[src/rtl/hararb_defs.svh]
`ifndef HARARB_DEFS_SVH
`define HARARB_DEFS_SVH

// refresh strobe length in system-clock rising edges
`define HARARB_REFRESH_EDGES     3'h4
// first edge count at which channel ready low no longer stretches the strobe
`define HARARB_STRETCH_EDGE      3'h3
// extra system-clock cycles added when a dma hold waits at the end
`define HARARB_DMA_EXTEND        3'h1
// system-clock periods per internal dma clock period
`define HARARB_DMA_CLK_DIV       2'h2
// synchroniser depth
`define HARARB_SYNC_STAGES       2

`endif

[src/rtl/hararb_pkg.sv]
package hararb_pkg;

    typedef enum logic [2:0] {
        HARARB_IDLE,
        HARARB_WAIT_DMA,
        HARARB_DMA_GRANT,
        HARARB_WAIT_REF,
        HARARB_REFRESH,
        HARARB_REF_EXTEND
    } hararb_state_type;

    typedef struct packed {
        logic dma_hold;
        logic timer_req;
        logic ext_refresh;
    } hararb_req_type;

endpackage : hararb_pkg

[src/rtl/hararb_sync.sv]
`timescale 1ns/1ps
`include "hararb_defs.svh"

// STAGES-deep synchroniser (two by default); only the last stage is visible outside
module hararb_sync #(
    parameter int STAGES = `HARARB_SYNC_STAGES
) (
    input  wire logic core_clk_i,
    input  wire logic rst_b_i,
    input  wire logic async_i,
    input  wire logic reset_val_i,
    output logic      sync_o
);
    logic [STAGES-1:0] chain_q;
    logic [STAGES-1:0] chain_d;

    // refused at elaboration: a single stage gives no metastability margin
    if (STAGES < 2) begin : g_bad_stages
        $error("hararb_sync needs at least two stages");
    end

    always_comb begin
        chain_d = {chain_q[STAGES-2:0], async_i};
    end

    always_ff @(posedge core_clk_i) begin
        if (!rst_b_i) begin
            chain_q <= '0;
        end else begin
            chain_q <= chain_d;
        end
    end

    assign sync_o = chain_q[STAGES-1] ^ reset_val_i;
endmodule : hararb_sync

[src/rtl/hararb_top.sv]
`timescale 1ns/1ps
`include "hararb_defs.svh"

module hararb_top (
    input  wire logic core_clk_i,
    input  wire logic rst_b_i,
    input  wire logic dma_hold_req_i,
    input  wire logic timer_out_i,
    input  wire logic cpu_hold_ack_i,
    input  wire logic channel_ready_i,
    input  wire logic refresh_n_i,
    output logic      refresh_n_o,
    output logic      refresh_n_oe_b_o,
    output logic      cpu_hold_request_o,
    output logic      dma_hold_ack_o,
    output logic      dma_clk_o
);
    hararb_pkg::hararb_state_type state_q, state_d;
    wire hararb_pkg::hararb_req_type req_s;
    logic       dma_clk_q, dma_clk_d;
    logic       timer_prev_q, timer_prev_d;
    logic       timer_pend_q, timer_pend_d;
    logic       dma_seen_q, dma_seen_d;
    logic       ext_prev_q, ext_prev_d;
    logic [2:0] edge_cnt_q, edge_cnt_d;
    logic       stretch_q, stretch_d;
    logic       hold_q, hold_d;
    logic       ack_q, ack_d;
    logic       strobe_q, strobe_d;
    logic       timer_s;
    logic       ext_low_s;
    logic       ref_want;

    hararb_sync u_sync_dma (
        .core_clk_i  (core_clk_i),
        .rst_b_i     (rst_b_i),
        .async_i     (dma_hold_req_i),
        .reset_val_i (1'b0),
        .sync_o      (req_s.dma_hold)
    );

    hararb_sync u_sync_timer (
        .core_clk_i  (core_clk_i),
        .rst_b_i     (rst_b_i),
        .async_i     (timer_out_i),
        .reset_val_i (1'b0),
        .sync_o      (timer_s)
    );

    // inverted through the synchroniser so reset reads as released (high)
    hararb_sync u_sync_ext (
        .core_clk_i  (core_clk_i),
        .rst_b_i     (rst_b_i),
        .async_i     (~refresh_n_i),
        .reset_val_i (1'b0),
        .sync_o      (ext_low_s)
    );

    // own drive is excluded so our strobe does not retrigger itself
    assign req_s.ext_refresh = ext_low_s & ~ext_prev_q & ~strobe_q;
    assign req_s.timer_req   = timer_pend_q;
    assign ref_want          = req_s.timer_req;

    always_comb begin
        dma_clk_d    = ~dma_clk_q;
        timer_prev_d = timer_s;
        ext_prev_d   = ext_low_s;
        timer_pend_d = timer_pend_q;
        dma_seen_d   = dma_seen_q;
        state_d      = state_q;
        edge_cnt_d   = edge_cnt_q;
        stretch_d    = stretch_q;
        hold_d       = hold_q;
        ack_d        = ack_q;
        strobe_d     = strobe_q;

        // dma captured on the rising phase of the dma clock
        if (!dma_clk_q) begin
            dma_seen_d = req_s.dma_hold;
        end

        case (state_q)
            hararb_pkg::HARARB_IDLE: begin
                if (dma_seen_q && !timer_pend_q) begin
                    state_d = hararb_pkg::HARARB_WAIT_DMA;
                    hold_d  = 1'b1;
                end else if (timer_pend_q && dma_clk_q) begin
                    state_d = hararb_pkg::HARARB_WAIT_REF;
                    hold_d  = 1'b1;
                end else if (dma_seen_q) begin
                    state_d = hararb_pkg::HARARB_WAIT_DMA;
                    hold_d  = 1'b1;
                end
            end
            hararb_pkg::HARARB_WAIT_DMA: begin
                if (cpu_hold_ack_i) begin
                    state_d = hararb_pkg::HARARB_DMA_GRANT;
                    ack_d   = 1'b1;
                end
            end
            hararb_pkg::HARARB_DMA_GRANT: begin
                if (!req_s.dma_hold) begin
                    ack_d      = 1'b0;
                    dma_seen_d = 1'b0;
                    if (ref_want) begin
                        state_d = hararb_pkg::HARARB_WAIT_REF;
                    end else begin
                        state_d = hararb_pkg::HARARB_IDLE;
                        hold_d  = 1'b0;
                    end
                end
            end
            hararb_pkg::HARARB_WAIT_REF: begin
                if (cpu_hold_ack_i) begin
                    state_d      = hararb_pkg::HARARB_REFRESH;
                    strobe_d     = 1'b1;
                    edge_cnt_d   = 3'h0;
                    stretch_d    = 1'b0;
                    timer_pend_d = 1'b0;
                end
            end
            hararb_pkg::HARARB_REFRESH: begin
                edge_cnt_d = edge_cnt_q + 3'h1;
                if (!channel_ready_i && edge_cnt_q < `HARARB_STRETCH_EDGE) begin
                    stretch_d = 1'b1;
                end
                if (stretch_q) begin
                    edge_cnt_d = edge_cnt_q;
                    if (channel_ready_i) begin
                        stretch_d = 1'b0;
                    end
                end else if (edge_cnt_q + 3'h1 == `HARARB_REFRESH_EDGES) begin
                    if (req_s.dma_hold) begin
                        state_d    = hararb_pkg::HARARB_REF_EXTEND;
                        edge_cnt_d = 3'h0;
                    end else begin
                        state_d  = hararb_pkg::HARARB_IDLE;
                        strobe_d = 1'b0;
                        hold_d   = 1'b0;
                    end
                end
            end
            hararb_pkg::HARARB_REF_EXTEND: begin
                edge_cnt_d = edge_cnt_q + 3'h1;
                if (edge_cnt_q + 3'h1 == `HARARB_DMA_EXTEND) begin
                    strobe_d   = 1'b0;
                    ack_d      = 1'b1;
                    dma_seen_d = 1'b1;
                    state_d    = hararb_pkg::HARARB_DMA_GRANT;
                end
            end
            default: begin
                state_d  = hararb_pkg::HARARB_IDLE;
                hold_d   = 1'b0;
                ack_d    = 1'b0;
                strobe_d = 1'b0;
            end
        endcase

        // sets come after the case so a fresh request beats the clear in one cycle
        // timer rising edge captured on every system clock, whatever the dma clock phase
        if (timer_s && !timer_prev_q) begin
            timer_pend_d = 1'b1;
        end
        if (req_s.ext_refresh) begin
            timer_pend_d = 1'b1;
        end
    end

    always_ff @(posedge core_clk_i) begin
        if (!rst_b_i) begin
            state_q      <= hararb_pkg::HARARB_IDLE;
            dma_clk_q    <= 1'b0;
            timer_prev_q <= 1'b0;
            ext_prev_q   <= 1'b0;
            timer_pend_q <= 1'b0;
            dma_seen_q   <= 1'b0;
            edge_cnt_q   <= 3'h0;
            stretch_q    <= 1'b0;
            hold_q       <= 1'b0;
            ack_q        <= 1'b0;
            strobe_q     <= 1'b0;
        end else begin
            state_q      <= state_d;
            dma_clk_q    <= dma_clk_d;
            timer_prev_q <= timer_prev_d;
            ext_prev_q   <= ext_prev_d;
            timer_pend_q <= timer_pend_d;
            dma_seen_q   <= dma_seen_d;
            edge_cnt_q   <= edge_cnt_d;
            stretch_q    <= stretch_d;
            hold_q       <= hold_d;
            ack_q        <= ack_d;
            strobe_q     <= strobe_d;
        end
    end

    // open drain: data always low, enable low while pulling
    assign refresh_n_o        = 1'b0;
    assign refresh_n_oe_b_o   = ~strobe_q;
    assign cpu_hold_request_o = hold_q;
    assign dma_hold_ack_o     = ack_q;
    assign dma_clk_o          = dma_clk_q;
endmodule : hararb_top

[config.mk]
export PLATFORM = sky130hd
export DESIGN_NAME = hararb_top
export DESIGN_NICKNAME = d
export VERILOG_FILES = /design/src/rtl/hararb_pkg.sv /design/src/rtl/hararb_sync.sv /design/src/rtl/hararb_top.sv
export VERILOG_INCLUDE_DIRS = /design/src /design/src/rtl
export SDC_FILE = /design/constraint.sdc
export NUM_CORES = 1
export LEC_CHECK = 0
export BUFFER_PORTS_ARGS = -buffer_cell sky130_fd_sc_hd__buf_2
export CAP_MARGIN = 20
export CORE_UTILIZATION = 55
export DETAILED_ROUTE_END_ITERATION = 6
export GPL_TIMING_DRIVEN = 0
export HOLD_SLACK_MARGIN = 0.02
export PLACE_DENSITY = 0.76
export SKIP_CTS_REPAIR_TIMING = 1
export SYNTH_ARGS = -nofsm -noshare
export SYNTH_HDL_FRONTEND = slang
export SYNTH_SLANG_ARGS = --single-unit
[constraint.sdc]
create_clock -name core_clk_i -period 1.9 [get_ports core_clk_i]
set_input_delay 0.19 -clock core_clk_i [delete_from_list [all_inputs] [get_ports core_clk_i]]
set_output_delay 0.19 -clock core_clk_i [all_outputs]
set_load 0.005 [all_outputs]
; ---- Word level (Yosys, flattened, before mapping)
; Index checks and enable logic that the tools add are counted.
[word_totals]
ff_bits = 21
in_bits = 7
output_inout_bits = 5
elab_cells = 106
[op_classes]
add_sub_neg = 1
n_lt_le_gt_ge = 1
eq_ne = 16
mux = 43
n_bitwise = 9
reduce_logical = 22
[op_table]
columns = op, count
row1 = $mux W3, 14
row2 = $mux W1, 21
row3 = $pmux W3 S6, 1
row4 = $ne A2 B2 Y1 const B, 8
row5 = $reduce_and A7 Y1, 2
row6 = $pmux W1 S4, 3
row7 = $eq A3 B3 Y1 const B, 3
row8 = $pmux W3 S3, 1
row9 = $reduce_bool A3 Y1, 3
row10 = $reduce_or A3 Y1, 3
row11 = $not A1 Y1, 7
row12 = $eq A3 B1 Y1 const B, 2
row13 = $eq A3 B2 Y1 const B, 2
row14 = $reduce_and A6 Y1, 1
row15 = $logic_and A1 B1 Y1, 4
row16 = $ne A4 B4 Y1 const B, 1
row17 = $pmux W1 S2, 2
row18 = $reduce_and A2 Y1, 2
row19 = $reduce_and A4 Y1, 1
row20 = $add A3 B1 Y3 const B, 1
row21 = $logic_not A1 Y1, 3
row22 = $logic_not A3 Y1, 1
row23 = $lt A3 B2 Y1 const B, 1
row24 = $reduce_and A3 Y1, 1
row25 = 3 further kinds, 4

; ---- Logic depth before layout (Yosys ltp)
[logic_depth]
depth_word = 6
ltp_mapped = 6
ltp_nobuf = 6

; ---- Modules after synthesis
; A second synthesis with hierarchy kept.
[unflattened]
cells_unflattened = 133
hier_area_um2 = 1133.6
[modules_own_cells]
columns = module, instances, cells_each, area_per_inst_um2, seq_area_each_um2
row1 = hararb_top, 1, 118, 949.7, 300.3
row2 = hararb_sync, 3, 5, 61.3, 40.0

; ---- Worst setup path before layout
; No wires, ideal clock.
[synth_timing]
path_type = reg-to-reg
start = reg edge_cnt_q[0]
end = reg hold_q (netlist: cpu_hold_request_o)
setup_ns = 0.116
t_arrival_ns = 1.410
t_required_ns = 1.784
path_slack_ns = 0.374
path_stages_with_launch = 7
path_buffers = 0
period_less_slack_ns = 1.526
path_cell_list = dfxtp_1 ha_1 xor2_1 a211oi_2 a211oi_2 nor2_1 a41o_1
[synth_between]
elab_chain_cells = 4
[synth_lines]
columns = item, line
row1 = start: declaration, hararb_top.sv:25  ; logic [2:0] edge_cnt_q, edge_cnt_d;
row2 = start signal: assignment, hararb_top.sv:190  ; edge_cnt_q <= edge_cnt_d;
row3 = $add A3 B1 Y3, hararb_top.sv:132  ; end else if (edge_cnt_q + 3'h1 == `HARARB_REFRESH_EDGES) begin
row4 = $eq A3 B3 Y1 (no source line), --
row5 = $ne A2 B2 Y1 (no source line), --
row6 = $reduce_and A7 Y1 (no source line), --
row7 = end signal: assignment, hararb_top.sv:192  ; hold_q <= hold_d;
row8 = end: declaration, hararb_top.sv:27  ; logic hold_q, hold_d;
; Every way passes these cells.
; A chain may end at the register's enable or synchronous reset.

; ---- Worst setup path in the final report
[layout_timing]
start = reg edge_cnt_q[0]
end = reg edge_cnt_q[2]
[layout_between]
elab_chain_cells = 5
word_cells_on_any_way = 6
cone_classes = add/sub (1) / eq/ne (1) / mux (4)
[layout_lines]
columns = item, line
row1 = $add A3 B1 Y3 *, "hararb_top.sv:123, hararb_top.sv:132, hararb_top.sv:144"
row2 = $eq A3 B3 Y1 (no source line) / $mux W3 (equally long branches), --
row3 = $mux W3, hararb_top.sv:132
row4 = $mux W3, hararb_top.sv:127  ; if (stretch_q) begin
row5 = $pmux W3 S3 *, hararb_top.sv:82  ; case (state_q)
; Every way passes the cells marked *; elsewhere a longest branch is shown, timed or not. The select of a mux whose other input is x is not followed.

==> impl_metrics.toml <==
[critical_path]
critPathMaxFanout = 5
worstSetupPathType = "flip-flop to flip-flop"
critPathSlowestCell = "dfxtp_1"
crit_buf_inv = 0
critPathLaunch = "edge_cnt_q[0]"
worstPathRequired_ns = 2.12
worst-r2r-setup-slack_ns = 0.16
path_cells = "ha_1 -> xor2_1 -> a31oi_1 -> o21ai_1 -> nor2_1 -> o211a_1"
worstSetupStartpointType = "flip-flop"
worstPathArrival_ns = 1.96
r2r_start = "edge_cnt_q[0]"
crit_path_max_incr_delay_ns = 0.44
crit_family = "compound AO/OA/AOI/OAI gates"
worstSetupEndpointType = "flip-flop"

[floorplanning]
start_util_pct = 59.50
die_area_mm2 = 0.002088
num_rows = 15
die_y_um = 45.69
coreArea_mm2 = 0.001764
die-width_um = 45.69
ios = 12

[yosys]
synth_area_mm2 = 0.001050
yosys_warnings = 0
synth_area_per_cell_um2 = 8.535
ys.flop_type = "dfxtp_1"
syn_nets = 133
ys_seq_area_share_pct = 40.05
synthArstFlopShare_pct = 0
synth_edf_count = 0
synth.distinct_cells = 43
ys_ff_latch = 21
syn_inst = 123

[place]
placed_cell_area_mm2 = 0.001131
place_congestion = 0.8971
portBuffers = 10
place_ws_ns = 0.2033
place_inst = 158
hpwl_um = 1621

[pwr]
irDropWorstVdd_v = 0.0005629
p_clk_share_pct = 23.0
pwr-share-seq_pct = 53.2
switching_share_pct = 30.79
p_int_mw = 0.6467
combPwrFrac_pct = 23.8
finalPower_mw = 0.9343
power.leakage_nw = 0.4904
power.density_mw_per_mm2 = 799.5
switching_power_mw = 0.2876

[sta]
final.setup_skew_ns = 0.008179
hold_viol = 0
fin_crit_ns = 1.744
fmax_ghz = 0.5735
final_max_slew_viol_count = 0
setup_violations = 0
holdWs_ns = 0.04490
fin_tns_setup_ns = 0
post-route-period-util_pct = 91.77
fin_ws_ns = 0.1564
rsz0062_at_grt = "no"

[hold_path]
min_path_type = "input pin to flip-flop"
hold_start = "channel_ready_i"

[drt]
drt-total-wl_um = 2199
drc = 0
drt_iter0_markers = 27
wl_per_cell_um = 13.49
first_pass_iters = 4
num_vias = 926
ant_nets = 0
detail_route.vias_per_cell = 5.681

[global_route]
grt_pass1_wl_um = 3739
grt_usage_pct = 25.35
antenna_found_initial = 0
grt_max_degree = 13
grt_pass1_vias = 844
grt.overflow.total = 0

[finish]
post_route_cells_drive_above_1_share_pct = 16.67
final_common_cell = "dfxtp_1"
layout.cells.non_filler = 163
nets = 149
area_growth_pct = 11.32
final_area_mm2 = 0.001169
num_antenna_cells = 0
layout_common_cells = "21 x dfxtp_1, 15 x nor2_1, 10 x buf_2, 9 x inv_1"
post-route-util_pct = 66.24

[run]
drv_cap = 0

[cts]
clock_latency_ns = 0.31
cts_buffers = 3
cts_tree = "yes"
cts-root-buf = "clkbuf_4"
cts_num_sinks = 21
path_clk_slew_ns = 0.12
htreeDepth = 1
ctsLongestPathBuffers = 2

[status]
status = "complete, no violations"
-- cells in the mapped netlist, types with 2 or more instances --
library cell	number	share of area (%)
and2_1	7	4.2
ha_1	3	3.6
o211ai_1	2	1.4
a211oi_2	3	3.6
inv_1	9	3.2
nor2b_1	2	1.2
nand2_1	5	1.8
nor2_1	15	5.4
a21oi_1	7	3.3
inv_2	2	0.72
dfxtp_1	21	40
clkbuf_1	4	1.4
nand3_1	2	0.95
buf_4	2	1.4
o21ai_0	4	1.9
a31oi_1	5	3.0
nand2b_1	2	1.2
o21ai_1	3	1.4
-- path summary, 6_finish.rpt --
kind                                               to  depth (start not counted)
worst max register to register          edge_cnt_q[2]                          6
worst max-delay path                    edge_cnt_q[2]                          6
worst min-delay path                        stretch_q                          2
worst min register to register  u_sync_ext.chain_q[1]                          1
-- worst register-to-register path, cell delays in order, from the launching register on --
cell and delay, ns:
dfxtp_1 0.44, ha_1 0.28, xor2_1 0.25, a31oi_1 0.12, o21ai_1 0.28, nor2_1 0.09, o211a_1 0.20
-- area by class of cell --
cell class | instances | area (µm²)
fillers | 163 | 595.6
clock inverters | 1 | 5.005
plain buffers | 6 | 30.03
clock buffers | 3 | 22.52
well taps | 25 | 31.28
flip-flops and latches | 21 | 420.4
inverters | 11 | 41.29
repair buffers | 11 | 60.06
multi-input cells | 85 | 558.0
-- metal layers --
metal | vias up | global-route usage, % | share of wire [%] | wire [µm]
met5 | - | 0 | 0 | 0
met4 | 0 | 9.412 | 0.50 | 11
met3 | 2 | 3.571 | 6.2 | 137
met2 | 39 | 42.29 | 49 | 1067
met1 | 426 | 33.17 | 45 | 982
li1 | 459 | - | - | -
-- flip-flops by register name (all words and copies together), names as in the netlist --
name	count
cpu_hold_request_o	1
dma_clk_o	1
dma_hold_ack_o	1
dma_seen_q	1
edge_cnt_q	3
ext_prev_q	1
ref_want	1
state_q	3
stretch_q	1
strobe_q	1
timer_prev_q	1
u_sync_dma.chain_q	2
u_sync_ext.chain_q	2
u_sync_timer.chain_q	2
-- power by group through the flow --
stage	clock [mW]	sequential, mW	combinational (mW)
2_1_floorplan	0	0.501	0.163
3_3_place_gp	0	0.505	0.215
3_5_place_dp	0	0.506	0.219
4_1_cts	0.221	0.496	0.220
5_1_grt	0.235	0.501	0.247
6_report	0.215	0.497	0.223
-- logic make-up after synthesis --
kind of cell / share of synthesized area (%)
multiplexers: 2.026
flip-flops: 40.05
AND/OR/NAND/NOR: 18.71
adder cells (fa/ha/maj): 3.576
XOR/XNOR: 1.669
AO/OA/AOI/OAI: 26.82
buffers and inverters: 6.793
other: 0.3572
(Power assumes the default switching activity.)
